`src/shared/sdp_pkg.sv`:
```
// constants for the step distance pulse scaler
package sdp_pkg;
  // ----------------------------------------
  // pin map of the synchronised input vector
  // ----------------------------------------
  localparam int PIN_W = 4;
  localparam int PIN_REF = 0;
  localparam int PIN_LO = 1;
  localparam int PIN_HI = 2;
  localparam int PIN_FC = 3;
  localparam int SYNC_STAGES = 3;
  // ----------------------------------------
  // clock division and scaling
  // ----------------------------------------
  localparam int REF_HZ = 80000;
  localparam int TICK_DIV = 4;
  localparam int TICK_HZ = REF_HZ / TICK_DIV;
  localparam int DIV_A = 10;
  localparam int DIV_A_W = 4;
  localparam int DIV_B = 128;
  localparam int DIV_B_W = 7;
  // ----------------------------------------
  // timing, counted in 20 kHz ticks
  // ----------------------------------------
  localparam int DELAY_MS = 90;
  localparam int DRIVE_MS = 33;
  localparam int DELAY_TICKS = DELAY_MS * TICK_HZ / 1000;
  localparam int DRIVE_TICKS = DRIVE_MS * TICK_HZ / 1000;
  localparam int CNT_W = 11;
  localparam int DRV_W = 10;
  typedef enum logic {SDP_DRV_IDLE, SDP_DRV_ON} sdp_drv_t;
endpackage

```
`src/verilog/sdp_pin_sync.sv`:
```
// three-stage pin synchroniser with agreement filter
module sdp_pin_sync #(
  parameter int W = sdp_pkg::PIN_W
) (
  input wire logic i_mclk,
  input wire logic i_rst_b,
  input wire logic [W-1:0] i_pin,
  output logic [W-1:0] o_q
);
  import sdp_pkg::*;
  logic [W-1:0] s1_reg;
  logic [W-1:0] s2_reg;
  logic [W-1:0] s3_reg;
  logic [W-1:0] q_reg;
  logic [W-1:0] q_next;

  // ----------------------------------------
  // per-bit chain
  // ----------------------------------------
  for (genvar g = 0; g < W; g++) begin : g_bit
    // first stage feeds only the second
    always_comb begin
      q_next[g] = q_reg[g];
      if (s2_reg[g] == s3_reg[g]) begin
        q_next[g] = s3_reg[g];
      end
    end
    always_ff @(posedge i_mclk or negedge i_rst_b) begin
      if (!i_rst_b) begin
        s1_reg[g] <= 1'b0;
        s2_reg[g] <= 1'b0;
        s3_reg[g] <= 1'b0;
        q_reg[g] <= 1'b0;
      end else begin
        s1_reg[g] <= i_pin[g];
        s2_reg[g] <= s1_reg[g];
        s3_reg[g] <= s2_reg[g];
        q_reg[g] <= q_next[g];
      end
    end
  end

  assign o_q = q_reg;
endmodule // sdp_pin_sync

```
`src/verilog/sdp_scaler.sv`:
```
// step gate, 1280 scaler, dual delay and counter drive
// Behaviour
// - gate passes 20 kHz only while open
// - divide by ten then by 128
// - one scaled pulse per 1280 gated pulses
// - drive pulse stretched to 33 ms
// - output delayed by fixed 90 ms
// - one or two outputs, matching inputs
// - first timer retriggers, holds until timeout
// - second timer times first pulse only
// - single pulse gives exactly one drive
// - drive triggered by either timer separately
// - detector reset from upper threshold
// - inverted foot-cross releases ramp hold-off
// - same reset clears foot-cross and minimum
// - 20 kHz is 80 kHz divided by four
module sdp_scaler #(
  parameter int DELAY_TICKS = sdp_pkg::DELAY_TICKS,
  parameter int DRIVE_TICKS = sdp_pkg::DRIVE_TICKS
) (
  input wire logic i_mclk,
  input wire logic i_rst_b,
  input wire logic i_ref80k,
  input wire logic i_lo_thr,
  input wire logic i_hi_thr,
  input wire logic i_foot_cross,
  output logic o_clk20k,
  output logic o_ramp_holdoff,
  output logic o_detector_reset,
  output logic o_scaled_pulse,
  output logic o_counter_drive
);
  import sdp_pkg::*;
  localparam logic [CNT_W-1:0] DLY_LAST = CNT_W'(DELAY_TICKS - 1);
  localparam logic [DRV_W-1:0] DRV_LAST = DRV_W'(DRIVE_TICKS - 1);
  localparam logic [DIV_A_W-1:0] A_LAST = DIV_A_W'(DIV_A - 1);
  localparam logic [DIV_B_W-1:0] B_LAST = DIV_B_W'(DIV_B - 1);

  logic [PIN_W-1:0] pin_q;
  logic [PIN_W-1:0] prev_reg, prev_next;
  logic [1:0] div4_reg, div4_next;
  logic clk20k_reg, clk20k_next;
  logic gate_reg, gate_next;
  logic holdoff_reg, holdoff_next;
  logic det_rst_reg, det_rst_next;
  logic ref_rise, lo_rise, tick, gated;
  logic [DIV_A_W-1:0] div10_reg, div10_next;
  logic [DIV_B_W-1:0] div128_reg, div128_next;
  logic scaled_reg, scaled_next;
  logic a_run_reg, a_run_next, a_done_reg, a_done_next;
  logic b_run_reg, b_run_next, b_done_reg, b_done_next;
  logic b_used_reg, b_used_next;
  logic [CNT_W-1:0] a_cnt_reg, a_cnt_next, b_cnt_reg, b_cnt_next;
  sdp_drv_t drv_reg, drv_next;
  logic [DRV_W-1:0] drv_cnt_reg, drv_cnt_next;
  logic drive_reg, drive_next;

  sdp_pin_sync #(.W(PIN_W)) u_sync (
    .i_mclk(i_mclk),
    .i_rst_b(i_rst_b),
    .i_pin({i_foot_cross, i_hi_thr, i_lo_thr, i_ref80k}),
    .o_q(pin_q)
  );

  // ----------------------------------------
  // reference division, gate, analog controls
  // ----------------------------------------
  assign ref_rise = pin_q[PIN_REF] && !prev_reg[PIN_REF];
  assign lo_rise = pin_q[PIN_LO] && !prev_reg[PIN_LO];
  assign tick = ref_rise && (div4_reg == 2'h1);
  // pass ticks only through open gate
  assign gated = tick && gate_reg && pin_q[PIN_HI];

  always_comb begin
    prev_next = pin_q;
    div4_next = div4_reg;
    if (ref_rise) begin
      div4_next = div4_reg + 2'h1;
    end
    clk20k_next = div4_next[1];
    gate_next = gate_reg;
    if (lo_rise && pin_q[PIN_HI]) begin
      gate_next = 1'b1;
    end
    if (!pin_q[PIN_HI]) begin
      gate_next = 1'b0;
    end
    holdoff_next = !pin_q[PIN_FC];
    // reset while upper output is down
    // one reset for flip-flop and minimum
    det_rst_next = !pin_q[PIN_HI];
  end

  always_ff @(posedge i_mclk or negedge i_rst_b) begin
    if (!i_rst_b) begin
      prev_reg <= '0;
      div4_reg <= 2'h0;
      clk20k_reg <= 1'b0;
      gate_reg <= 1'b0;
      holdoff_reg <= 1'b1;
      det_rst_reg <= 1'b0;
    end else begin
      prev_reg <= prev_next;
      div4_reg <= div4_next;
      clk20k_reg <= clk20k_next;
      gate_reg <= gate_next;
      holdoff_reg <= holdoff_next;
      det_rst_reg <= det_rst_next;
    end
  end

  // ----------------------------------------
  // scaler
  // ----------------------------------------
  // residue kept across steps, as ripple counters would
  always_comb begin
    div10_next = div10_reg;
    div128_next = div128_reg;
    scaled_next = 1'b0;
    if (gated) begin
      if (div10_reg == A_LAST) begin
        div10_next = '0;
        div128_next = div128_reg + 1'b1;
        scaled_next = (div128_reg == B_LAST);
      end else begin
        div10_next = div10_reg + 1'b1;
      end
    end
  end

  always_ff @(posedge i_mclk or negedge i_rst_b) begin
    if (!i_rst_b) begin
      div10_reg <= '0;
      div128_reg <= '0;
      scaled_reg <= 1'b0;
    end else begin
      div10_reg <= div10_next;
      div128_reg <= div128_next;
      scaled_reg <= scaled_next;
    end
  end

  // ----------------------------------------
  // dual delay timers
  // ----------------------------------------
  always_comb begin
    a_run_next = a_run_reg;
    a_cnt_next = a_cnt_reg;
    a_done_next = 1'b0;
    if (scaled_reg) begin
      a_run_next = 1'b1;
      a_cnt_next = '0;
    end else if (a_run_reg && tick) begin
      if (a_cnt_reg == DLY_LAST) begin
        a_run_next = 1'b0;
        a_done_next = 1'b1;
      end else begin
        a_cnt_next = a_cnt_reg + 1'b1;
      end
    end
    b_run_next = b_run_reg;
    b_cnt_next = b_cnt_reg;
    b_done_next = 1'b0;
    b_used_next = b_used_reg;
    if (lo_rise) begin
      b_used_next = 1'b0;
    end
    // timer b takes first pulse only
    if (scaled_reg && !b_run_reg && !b_used_reg) begin
      b_run_next = 1'b1;
      b_cnt_next = '0;
      b_used_next = 1'b1;
    end else if (b_run_reg && tick) begin
      if (b_cnt_reg == DLY_LAST) begin
        b_run_next = 1'b0;
        b_done_next = 1'b1;
      end else begin
        b_cnt_next = b_cnt_reg + 1'b1;
      end
    end
  end

  always_ff @(posedge i_mclk or negedge i_rst_b) begin
    if (!i_rst_b) begin
      a_run_reg <= 1'b0;
      a_cnt_reg <= '0;
      a_done_reg <= 1'b0;
      b_run_reg <= 1'b0;
      b_cnt_reg <= '0;
      b_done_reg <= 1'b0;
      b_used_reg <= 1'b0;
    end else begin
      a_run_reg <= a_run_next;
      a_cnt_reg <= a_cnt_next;
      a_done_reg <= a_done_next;
      b_run_reg <= b_run_next;
      b_cnt_reg <= b_cnt_next;
      b_done_reg <= b_done_next;
      b_used_reg <= b_used_next;
    end
  end

  // ----------------------------------------
  // counter drive pulse generator
  // ----------------------------------------
  // not retriggerable: a second trigger inside 33 ms merges
  always_comb begin
    drv_next = drv_reg;
    drv_cnt_next = drv_cnt_reg;
    drive_next = drive_reg;
    unique case (drv_reg)
      SDP_DRV_IDLE: begin
        if (a_done_reg || b_done_reg) begin
          drv_next = SDP_DRV_ON;
          drv_cnt_next = '0;
          drive_next = 1'b1;
        end
      end
      SDP_DRV_ON: begin
        if (tick) begin
          if (drv_cnt_reg == DRV_LAST) begin
            drv_next = SDP_DRV_IDLE;
            drive_next = 1'b0;
          end else begin
            drv_cnt_next = drv_cnt_reg + 1'b1;
          end
        end
      end
    endcase
  end

  always_ff @(posedge i_mclk or negedge i_rst_b) begin
    if (!i_rst_b) begin
      drv_reg <= SDP_DRV_IDLE;
      drv_cnt_reg <= '0;
      drive_reg <= 1'b0;
    end else begin
      drv_reg <= drv_next;
      drv_cnt_reg <= drv_cnt_next;
      drive_reg <= drive_next;
    end
  end

  assign o_clk20k = clk20k_reg;
  assign o_ramp_holdoff = holdoff_reg;
  assign o_detector_reset = det_rst_reg;
  assign o_scaled_pulse = scaled_reg;
  assign o_counter_drive = drive_reg;
endmodule // sdp_scaler
```
`config.mk`:
```
export PLATFORM = sky130hd
export DESIGN_NAME = sdp_scaler
export DESIGN_NICKNAME = d
export VERILOG_FILES = /design/src/shared/sdp_pkg.sv /design/src/verilog/sdp_pin_sync.sv /design/src/verilog/sdp_scaler.sv
export SDC_FILE = /design/constraint.sdc
export NUM_CORES = 1
export LEC_CHECK = 0
export ABC_AREA = 1
export BUFFER_PORTS_ARGS = -buffer_cell sky130_fd_sc_hd__buf_2
export CORE_ASPECT_RATIO = 1.4
export CORE_MARGIN = 2
export CORE_UTILIZATION = 25
export CTS_BUF_LIST = sky130_fd_sc_hd__clkbuf_16
export DETAILED_ROUTE_END_ITERATION = 8
export GPL_TIMING_DRIVEN = 0
export HOLD_SLACK_MARGIN = 0.05
export PLACE_DENSITY_LB_ADDON = 0.05
export SLEW_MARGIN = 10
export SYNTH_ARGS = -nofsm -noshare
export SYNTH_HDL_FRONTEND = slang
export SYNTH_SLANG_ARGS = --single-unit
```
`constraint.sdc`:
```
create_clock -name i_mclk -period 3.9 [get_ports i_mclk]
set_input_delay 0.195 -clock i_mclk [delete_from_list [all_inputs] [get_ports i_mclk]]
set_output_delay 0.195 -clock i_mclk [all_outputs]
set_load 0.01 [all_outputs]
```
# Word level (Yosys, flattened, before mapping)
# Index checks and enable logic that the tools add are counted.
[totals]
register_bits = 74
in_bits = 6
elab_cells = 125
[op_classes]
n_addsub = 6
n_eq_ne = 17
n_mux = 37
n_bitwise = 1
reduce_logical = 29
[ops]
columns = ["op", "n"]
rows = [
  ["two-way mux 11 bit", 6],
  ["two-way mux 10 bit", 3],
  ["two-way mux 1 bit", 24],
  ["adder 11 x 1 -> 11 bit, second input constant", 2],
  ["equality test 11 bit, second input constant", 2],
  ["case mux 10 bit (2 select lines)", 1],
  ["!= test 2 bit, second input constant", 6],
  ["adder 10 x 1 -> 10 bit, second input constant", 1],
  ["equality test 10 bit, second input constant", 1],
  ["logical AND 1 bit", 10],
  ["AND reduction 2 bit", 5],
  ["nonzero test 2 bit", 5],
  ["adder 7 x 1 -> 7 bit, second input constant", 1],
  ["equality test 7 bit, second input constant", 1],
  ["zero test 1 bit", 6],
  ["AND reduction 3 bit", 2],
  ["adder 4 x 1 -> 4 bit, second input constant", 1],
  ["equality test 1 bit", 4],
  ["equality test 4 bit, second input constant", 1],
  ["two-way mux 4 bit", 1],
  ["case mux 1 bit (2 select lines)", 2],
  ["adder 2 x 1 -> 2 bit, second input constant", 1],
  ["equality test 2 x 1 -> 1 bit, second input constant", 1],
  ["!= test 2 x 1 -> 1 bit, second input constant", 1],
  ["2 further kinds", 2],
]

# Logic depth before layout (Yosys ltp)
# Gate-level depths: netlist of run 1.
[depth]
depth_word = 6
mapped_depth = 10
depth_no_buf = 10

# By module
# From an unflattened synthesis of run 1, not the netlist that was laid out.
[hier_totals]
cells_unflattened = 438
hier_area_um2 = 3622.2
[by_module_without_submodules]
columns = ["mod", "n_inst", "cells_each", "area_per_inst_um2", "seq_area_each_um2"]
rows = [
  ["sdp_scaler", 1, 406, 3156.8, 1452.6],
  ["sdp_pin_sync", 1, 32, 465.4, 400.4],
]

# Worst setup path before layout of run 1
# No wires, ideal clock.
[synth_path]
kind = "register -> register"
from = "register b_cnt_reg[0]"
to = "register b_cnt_reg[7]"
setup_ns = 0.121
arrival_time_ns = 1.280
required_time_ns = 3.779
setup_slack_ns = 2.500
stages_incl_launch_ff = 9
path_buffers = 2
period_less_slack_ns = 1.400
cell_sequence = "dfrtp_1 > ha_1 > buf_2 > nand2_2 > clkinv_1 > nand3_2 > o21ai_4 > buf_6 > o21ai_1"
[synth_via]
elab_chain_len = 4
word_cells_on_any_way = 7
cone_classes = "1 x add/sub; 2 x eq/ne; 3 x mux; 1 x reduce/logical"
[synth_rtl]
columns = ["item", "line", "text"]
rows = [
  ["start, declared", "sdp_scaler.sv:53", "logic [CNT_W-1:0] a_cnt_reg, a_cnt_next, b_cnt_reg, b_cnt_next;"],
  ["start signal, assigned", "sdp_scaler.sv:197", "b_cnt_reg <= b_cnt_next;"],
  ["adder 11 x 1 -> 11 bit", "sdp_scaler.sv:178", "b_cnt_next = b_cnt_reg + 1'b1;"],
  ["two-way mux 11 bit", "sdp_scaler.sv:174", "if (b_cnt_reg == DLY_LAST) begin"],
  ["two-way mux 11 bit", "sdp_scaler.sv:173", "end else if (b_run_reg && tick) begin"],
  ["two-way mux 11 bit", "sdp_scaler.sv:169", "if (scaled_reg && !b_run_reg && !b_used_reg) begin"],
]
# Several ways; a longest one is shown, not always the timed one. The select of a mux whose other input is x is not followed.
# A chain may end at the register's enable or synchronous reset.

# Worst setup path in the final report of run 1
[layout_path]
from = "register a_cnt_reg[0]"
to = "register a_cnt_reg[7]"
[layout_via]
elab_chain_len = 4
word_cells_on_any_way = 7
cone_classes = "1 x add/sub; 2 x eq/ne; 3 x mux; 1 x reduce/logical"
[layout_rtl]
columns = ["item", "line", "text"]
rows = [
  ["start, declared", "sdp_scaler.sv:53", ""],
  ["start signal, assigned", "sdp_scaler.sv:194", "a_cnt_reg <= a_cnt_next;"],
  ["adder 11 x 1 -> 11 bit", "sdp_scaler.sv:158", "a_cnt_next = a_cnt_reg + 1'b1;"],
  ["two-way mux 11 bit", "sdp_scaler.sv:154", "if (a_cnt_reg == DLY_LAST) begin"],
  ["two-way mux 11 bit", "sdp_scaler.sv:153", "end else if (a_run_reg && tick) begin"],
  ["two-way mux 11 bit", "sdp_scaler.sv:150", "if (scaled_reg) begin"],
]
# Several ways; a longest one is shown, not always the timed one. The select of a mux whose other input is x is not followed.

==> results.yml, run 1 <==
run_status:
  status: "completed"
place:
  place.gp.congestion: 0.754
  io_buffer_count: 10
  dp_slack_ns: 2.16
  dp_hpwl_mm: 5.51
  post_dp_cell_area_mm2: 0.00405
critical_path:
  cp-start-kind: "flop"
  crit_family: "simple AND/OR/NAND/NOR gates"
  cp.required_ns: 4.17
  path_buf_inv: 1
  end_kind: "flop"
  path_max_fanout: 10
  cp_cell_sequence: "ha_1, nand2_1, nor2_1, nand3_1, nand2_2, buf_6, nand2_2, o21ai_2"
  slowest_stage: "dfrtp_1"
  max_stage_delay_ns: 0.45
  cp_data_arrival_time_ns: 1.99
  crit_type: "reg -> reg"
  crit_top_cell: "nand2_2"
  reg2reg_slack_ns: 2.18
timing:
  fin_tns_setup_ns: 0
  slew_headroom_pct: 66.7
  worst_pin_slew_ns: 0.500
  max_freq_mhz: 581
  clock_skew_ns: 0.00794
  rsz0062_at_grt: "false"
  finalMaxSlewViolations: 0
  fin_crit_sh_pct: 44.1
  fin_ws_ns: 2.18
  fin_crit_ns: 1.72
  finalHoldViolations: 0
  setup_viol: 0
floorplan:
  num_io_pins: 11
  die_x_um: 107
  die_area_mm2: 0.0159
  coreArea_mm2: 0.0145
  rows: 52
  start_util_pct: 25.7
  die_h_um: 149
synth:
  netlist_area_mm2: 0.00373
  ys_warn_count: 0
  synth_top_area_cell: "dfrtp_1"
  synthTopCellsByArea: "dfrtp_1 49%, nand2_1 11%, nand3_1 5.4%, inv_1 5.2%, nor2_1 3.5%"
  synth_edf_count: 0
  syn-num-nets: 444
  synth_seq_cells: 74
  synth-seq-area-share_pct: 49.7
  syn_inst: 433
  async_flop_share_pct: 100
  synth-main-ff-cell: "dfrtp_1"
  syn_area_per_cell_um2: 8.61
  synth_cell_types: 38
  synth_top_area_share_pct: 49.0
global_routing:
  gr-usage-all-layers_pct: 11.3
  grt_max_degree: 48
  antenna_found_initial: 0
  grt_pass1_vias: 2790
  grt_pass1_wl_mm: 13.9
  grt_remaining_overflow: 0
clock_network:
  clockBufferDepth: 2
  postCtsHoldBufs: 5
  postCtsSetupRepairBufs: 0
  clk_pin_slew_ns: 0.06
  cts_made_buffers: 9
  cts_tree: "yes"
  root_buffer: "clkbuf_16"
  ctsResizeCount: 0
  htreeDepth: 3
  numClockSinks: 74
  clk-insertion-delay-late_ns: 0.34
finish:
  finalNetCount: 471
  area_delta_synth_final_pct: 18.0
  seq_area_mm2: 0.00185
  design_area_mm2: 0.00440
  drive_above_1_share_pct: 16.8
  fillers: 1547
  multi_input_area_mm2: 0.00159
  diodes: 0
drt:
  ant_nets: 0
  drt_iter0_drc: 114
  drc: 0
  drtPass1Iterations: 4
  via_per_inst: 4.26
  drt-wirelength-per-cell_um: 12.0
  drt-total-wl_mm: 7.82
  vias: 2789
job:
  cap_viol_max_count: 0
power:
  p_leak_nw: 2.05
  irDropWorstVdd_mv: 0.147
  powerDensity_mw_per_mm2: 401
worst_hold_path:
  holdCritPathClass: "in -> async"
## synth_stat cells, types with 5 or more instances
cell type	n
nand2_2	11
inv_1	52
o21ai_0	9
nand4_1	10
buf_6	5
o21ai_1	9
xnor2_1	5
xor2_1	10
o21ai_2	15
ha_1	5
nor2_1	35
dfrtp_1	73
nand3_1	40
nand2_1	110
## cell usage in the layout (no fill, tap or decap), drive strengths merged, types with 2 or more instances in the layout
master	netlist	final
a21oi	4	4
a31o	2	2
buf	7	18
clkbuf	1	10
clkinv	2	6
dfrtp	73	73
dlygate4sd3	0	5
ha	5	5
inv	54	56
maj3	4	4
nand2	121	121
nand3	45	45
nand3b	2	2
nand4	10	10
nor2	39	39
nor3	6	6
o21ai	34	34
or2	2	2
xnor2	5	5
xor2	10	10
## final timing paths
check	startpoint	end	cells after the start
setup reg to reg	a_cnt_reg[0]	a_cnt_reg[7]	8
hold reg to reg	u_sync.s1_reg[2]	u_sync.s2_reg[2]	0
max in group asynchronous	i_rst_b	o_ramp_holdoff	3
min in group i_mclk	u_sync.s1_reg[2]	u_sync.s2_reg[2]	0
hold / removal	i_rst_b	drv_cnt_reg[3]	2
setup / recovery	a_cnt_reg[0]	a_cnt_reg[7]	8
## stage by stage
stage	hold WS [ns]	total power, mW	instances	utilization, %
6_report	0.329	1.76	654	30.3
5_1_grt	0.356	1.85	654	30.3
4_1_cts	0.349	1.80	654	30.3
3_5_place_dp	0.178	0.926	633	27.9
3_3_place_gp	0.303	0.920	632	27.7
2_1_floorplan	-0.101	0.879	433	-
## report_power, final
part / switching [mW] / total [mW] / internal [mW] / leakage (nW)
registers: 0.0230 / 0.824 / 0.801 / 0.981
clock network: 0.352 / 0.854 / 0.501 / 0.148
logic: 0.0496 / 0.0853 / 0.0358 / 0.925
total: 0.425 / 1.76 / 1.34 / 2.05
## worst register-to-register path, stage by stage (launching register included)
cell and delay [ns]:
dfrtp_1 0.45, ha_1 0.32, nand2_1 0.15, nor2_1 0.12
nand3_1 0.16, nand2_2 0.15, buf_6 0.19, nand2_2 0.06
o21ai_2 0.05
## metal layers
metal	up-vias	wire length, um	global-route usage [%]
met5	-	0	0
met4	0	179	5.84
met3	15	138	1.84
met2	22	3910	18.6
met1	1306	3590	14.0
li1	1446	-	-
## cell families after synthesis
logic type / count (synthesis) / share of synthesized area, %
muxes: 1 / 0.268
adders and majority gates: 9 / 2.75
DFF: 74 / 49.7
xor gates and xnor gates: 15 / 3.52
AOI/OAI and AO/OA: 45 / 8.39
and+or+nand+nor: 225 / 27.8
buffers and inverters: 64 / 7.58
## cell type report
class	count	share of cell area, %
clock inverter	7	1.76
buffer	8	1.65
tap	189	5.38
inverter	56	4.78
clock buffer	9	5.12
timing repair buffer	16	2.96
multi-input combinational	295	36.2
sequential	74	42.1
Note: power is estimated with default switching activity, not from simulation.
==> inputs of run 2 (changes only) <==
==> constraint.sdc (replaced) <==
create_clock -name i_mclk -period 1.7 [get_ports i_mclk]
set_input_delay 0.085 -clock i_mclk [delete_from_list [all_inputs] [get_ports i_mclk]]
set_output_delay 0.085 -clock i_mclk [all_outputs]
set_load 0.01 [all_outputs]
==> run 2 against run 1 <==
Net effect: via count is 0.72% higher; wire length up 0.68%; clock power is 130% higher; register-to-register slack worse by 2.0 ns; die area unchanged; global-route usage hardly changed; hold slack worse by 0.11 ns; cell count rose by 0.31%; flip-flop and latch count did not move; highest routed layer unchanged.
==> results.yml, run 2 (same netlist as run 1, synthesis figures left out) <==
finish:
  layoutNonFillerInstCount: 656
  design_area_mm2: 0.00443
  fillers: 1547
  area_delta_synth_final_pct: 18.8
  drive_above_1_share_pct: 17.8
  final_cell_mix: "110 x nand2_1, 71 x dfrtp_1, 52 x inv_1"
  diodes: 0
  final_common_cell: "nand2_1"
  fin_util_pct: 30.5
  finalNetCount: 473
  seq_area_mm2: 0.00186
  multi_input_area_mm2: 0.00161
worst_hold_path:
  holdCritPathClass: "in -> async"
global_routing:
  gr-usage-all-layers_pct: 11.3
  antenna_found_initial: 0
  grt_pass1_wl_mm: 14.0
  grt_pass1_vias: 2799
  grt_max_degree: 48
  grt_remaining_overflow: 0
clock_network:
  cts_tree: "yes"
  htreeDepth: 3
  clk-insertion-delay-late_ns: 0.34
  cts_made_buffers: 9
  clockBufferDepth: 2
  clk_pin_slew_ns: 0.06
  numClockSinks: 74
  root_buffer: "clkbuf_16"
timing:
  fin_tns_setup_ns: 0
  finalHoldViolations: 0
  fin_ws_ns: 0.159
  clock_skew_ns: 0.00798
  rsz0062_at_grt: "false"
  setup_viol: 0
  timing.hold.ws_ns: 0.222
  fin_crit_sh_pct: 90.6
  fin_crit_ns: 1.54
  finalMaxSlewViolations: 0
  max_freq_mhz: 649
  slew_headroom_pct: 66.7
  worst_pin_slew_ns: 0.499
place:
  dp_slack_ns: -0.0414
  place.gp.congestion: 0.754
  place_inst: 633
  dp_hpwl_mm: 5.51
  io_buffer_count: 10
  post_dp_cell_area_mm2: 0.00405
drt:
  vias: 2809
  ant_nets: 0
  drt-wirelength-per-cell_um: 12.0
  via_per_inst: 4.28
  drc: 0
  drt-total-wl_mm: 7.87
  drtPass1Iterations: 4
  drt_iter0_drc: 130
critical_path:
  slowest_stage: "dfrtp_2"
  cp_data_arrival_time_ns: 1.81
  crit_top_cell: "nand2_2"
  cp-start-kind: "flop"
  max_stage_delay_ns: 0.45
  end_kind: "flop"
  path_max_fanout: 10
  cp.required_ns: 1.97
  path_buf_inv: 1
  reg2reg_slack_ns: 0.16
  crit_type: "reg -> reg"
  crit_family: "simple AND/OR/NAND/NOR gates"
  cp_cell_sequence: "ha_4, nand2_1, nor2_1, nand3_1, nand2_2, buf_6, nand2_2, o21ai_2"
floorplan:
  rows: 52
  die_h_um: 149
  coreArea_mm2: 0.0145
  num_io_pins: 11
  start_util_pct: 25.7
  die_area_mm2: 0.0159
  die_x_um: 107
power:
  irDropWorstVdd_mv: 0.338
  switching_share_pct: 24.1
  powerDensity_mw_per_mm2: 913
  p_sw_mw: 0.974
  pwr-share-comb_pct: 4.8
  power_frac_seq_pct: 46.8
  power.share.clock_pct: 48.4
  total_power_mw: 4.04
  p_leak_nw: 2.06
  intPower_mw: 3.07
run_status:
  status: "completed"
job:
  cap_viol_max_count: 0
run 2: changes by cell type in the layout (fill, tap and decap cells not counted), sizes merged:
cell | before | now
buf | 18 | 20
run 2: layout make-up:
| cell class | instances | area share (%) |
|---|---|---|
| Buffer | 8 | 1.64 |
| Clock inverter | 7 | 1.75 |
| Multi-Input combinational cell | 295 | 36.3 |
| Tap cell | 189 | 5.34 |
| Sequential cell | 74 | 41.9 |
| Inverter | 56 | 4.75 |
| Clock buffer | 9 | 5.09 |
| Timing Repair Buffer | 18 | 3.28 |
run 2: timing repair:
action,4_1_cts,5_1_grt
hold buffers,5,0
setup endpoints to repair,11,18
gates cloned,0,0
pin swaps,0,2
gates resized for setup,2,2
endpoints found under the hold margin,31,0
setup buffers,0,2
run 2: path summary, 6_finish.rpt:
path,startpoint,to,cells past startpoint
min in group i_mclk,u_sync.s1_reg[2],u_sync.s2_reg[2],0
setup / recovery,a_cnt_reg[0],a_cnt_reg[7],8
max in group asynchronous,i_rst_b,o_ramp_holdoff,3
setup reg to reg,a_cnt_reg[0],a_cnt_reg[7],8
hold reg to reg,u_sync.s1_reg[2],u_sync.s2_reg[2],0
hold / removal,i_rst_b,drv_cnt_reg[3],2
run 2: power groups by stage:
stage | Sequential, mW | Combinational [mW] | Clock (mW)
2_1_floorplan | 1.92 | 0.0944 | 0
3_3_place_gp | 1.92 | 0.187 | 0
3_5_place_dp | 1.93 | 0.199 | 0
4_1_cts | 1.89 | 0.209 | 2.04
5_1_grt | 1.90 | 0.231 | 2.11
6_report | 1.89 | 0.196 | 1.96
run 2: routing by layer:
metal,track usage (%),wire length [um],vias up
met5,0,0,-
met2,18.8,3960,23
met1,14.0,3590,1322
met4,5.84,182,0
met3,1.84,138,15
li1,-,-,1449
run 2: worst register-to-register path, cell delays in order, from the launching register on:
cell     delay [ns]
dfrtp_2        0.45
ha_4           0.20
nand2_1        0.11
nor2_1         0.11
nand3_1        0.16
nand2_2        0.15
buf_6          0.19
nand2_2        0.06
o21ai_2        0.05
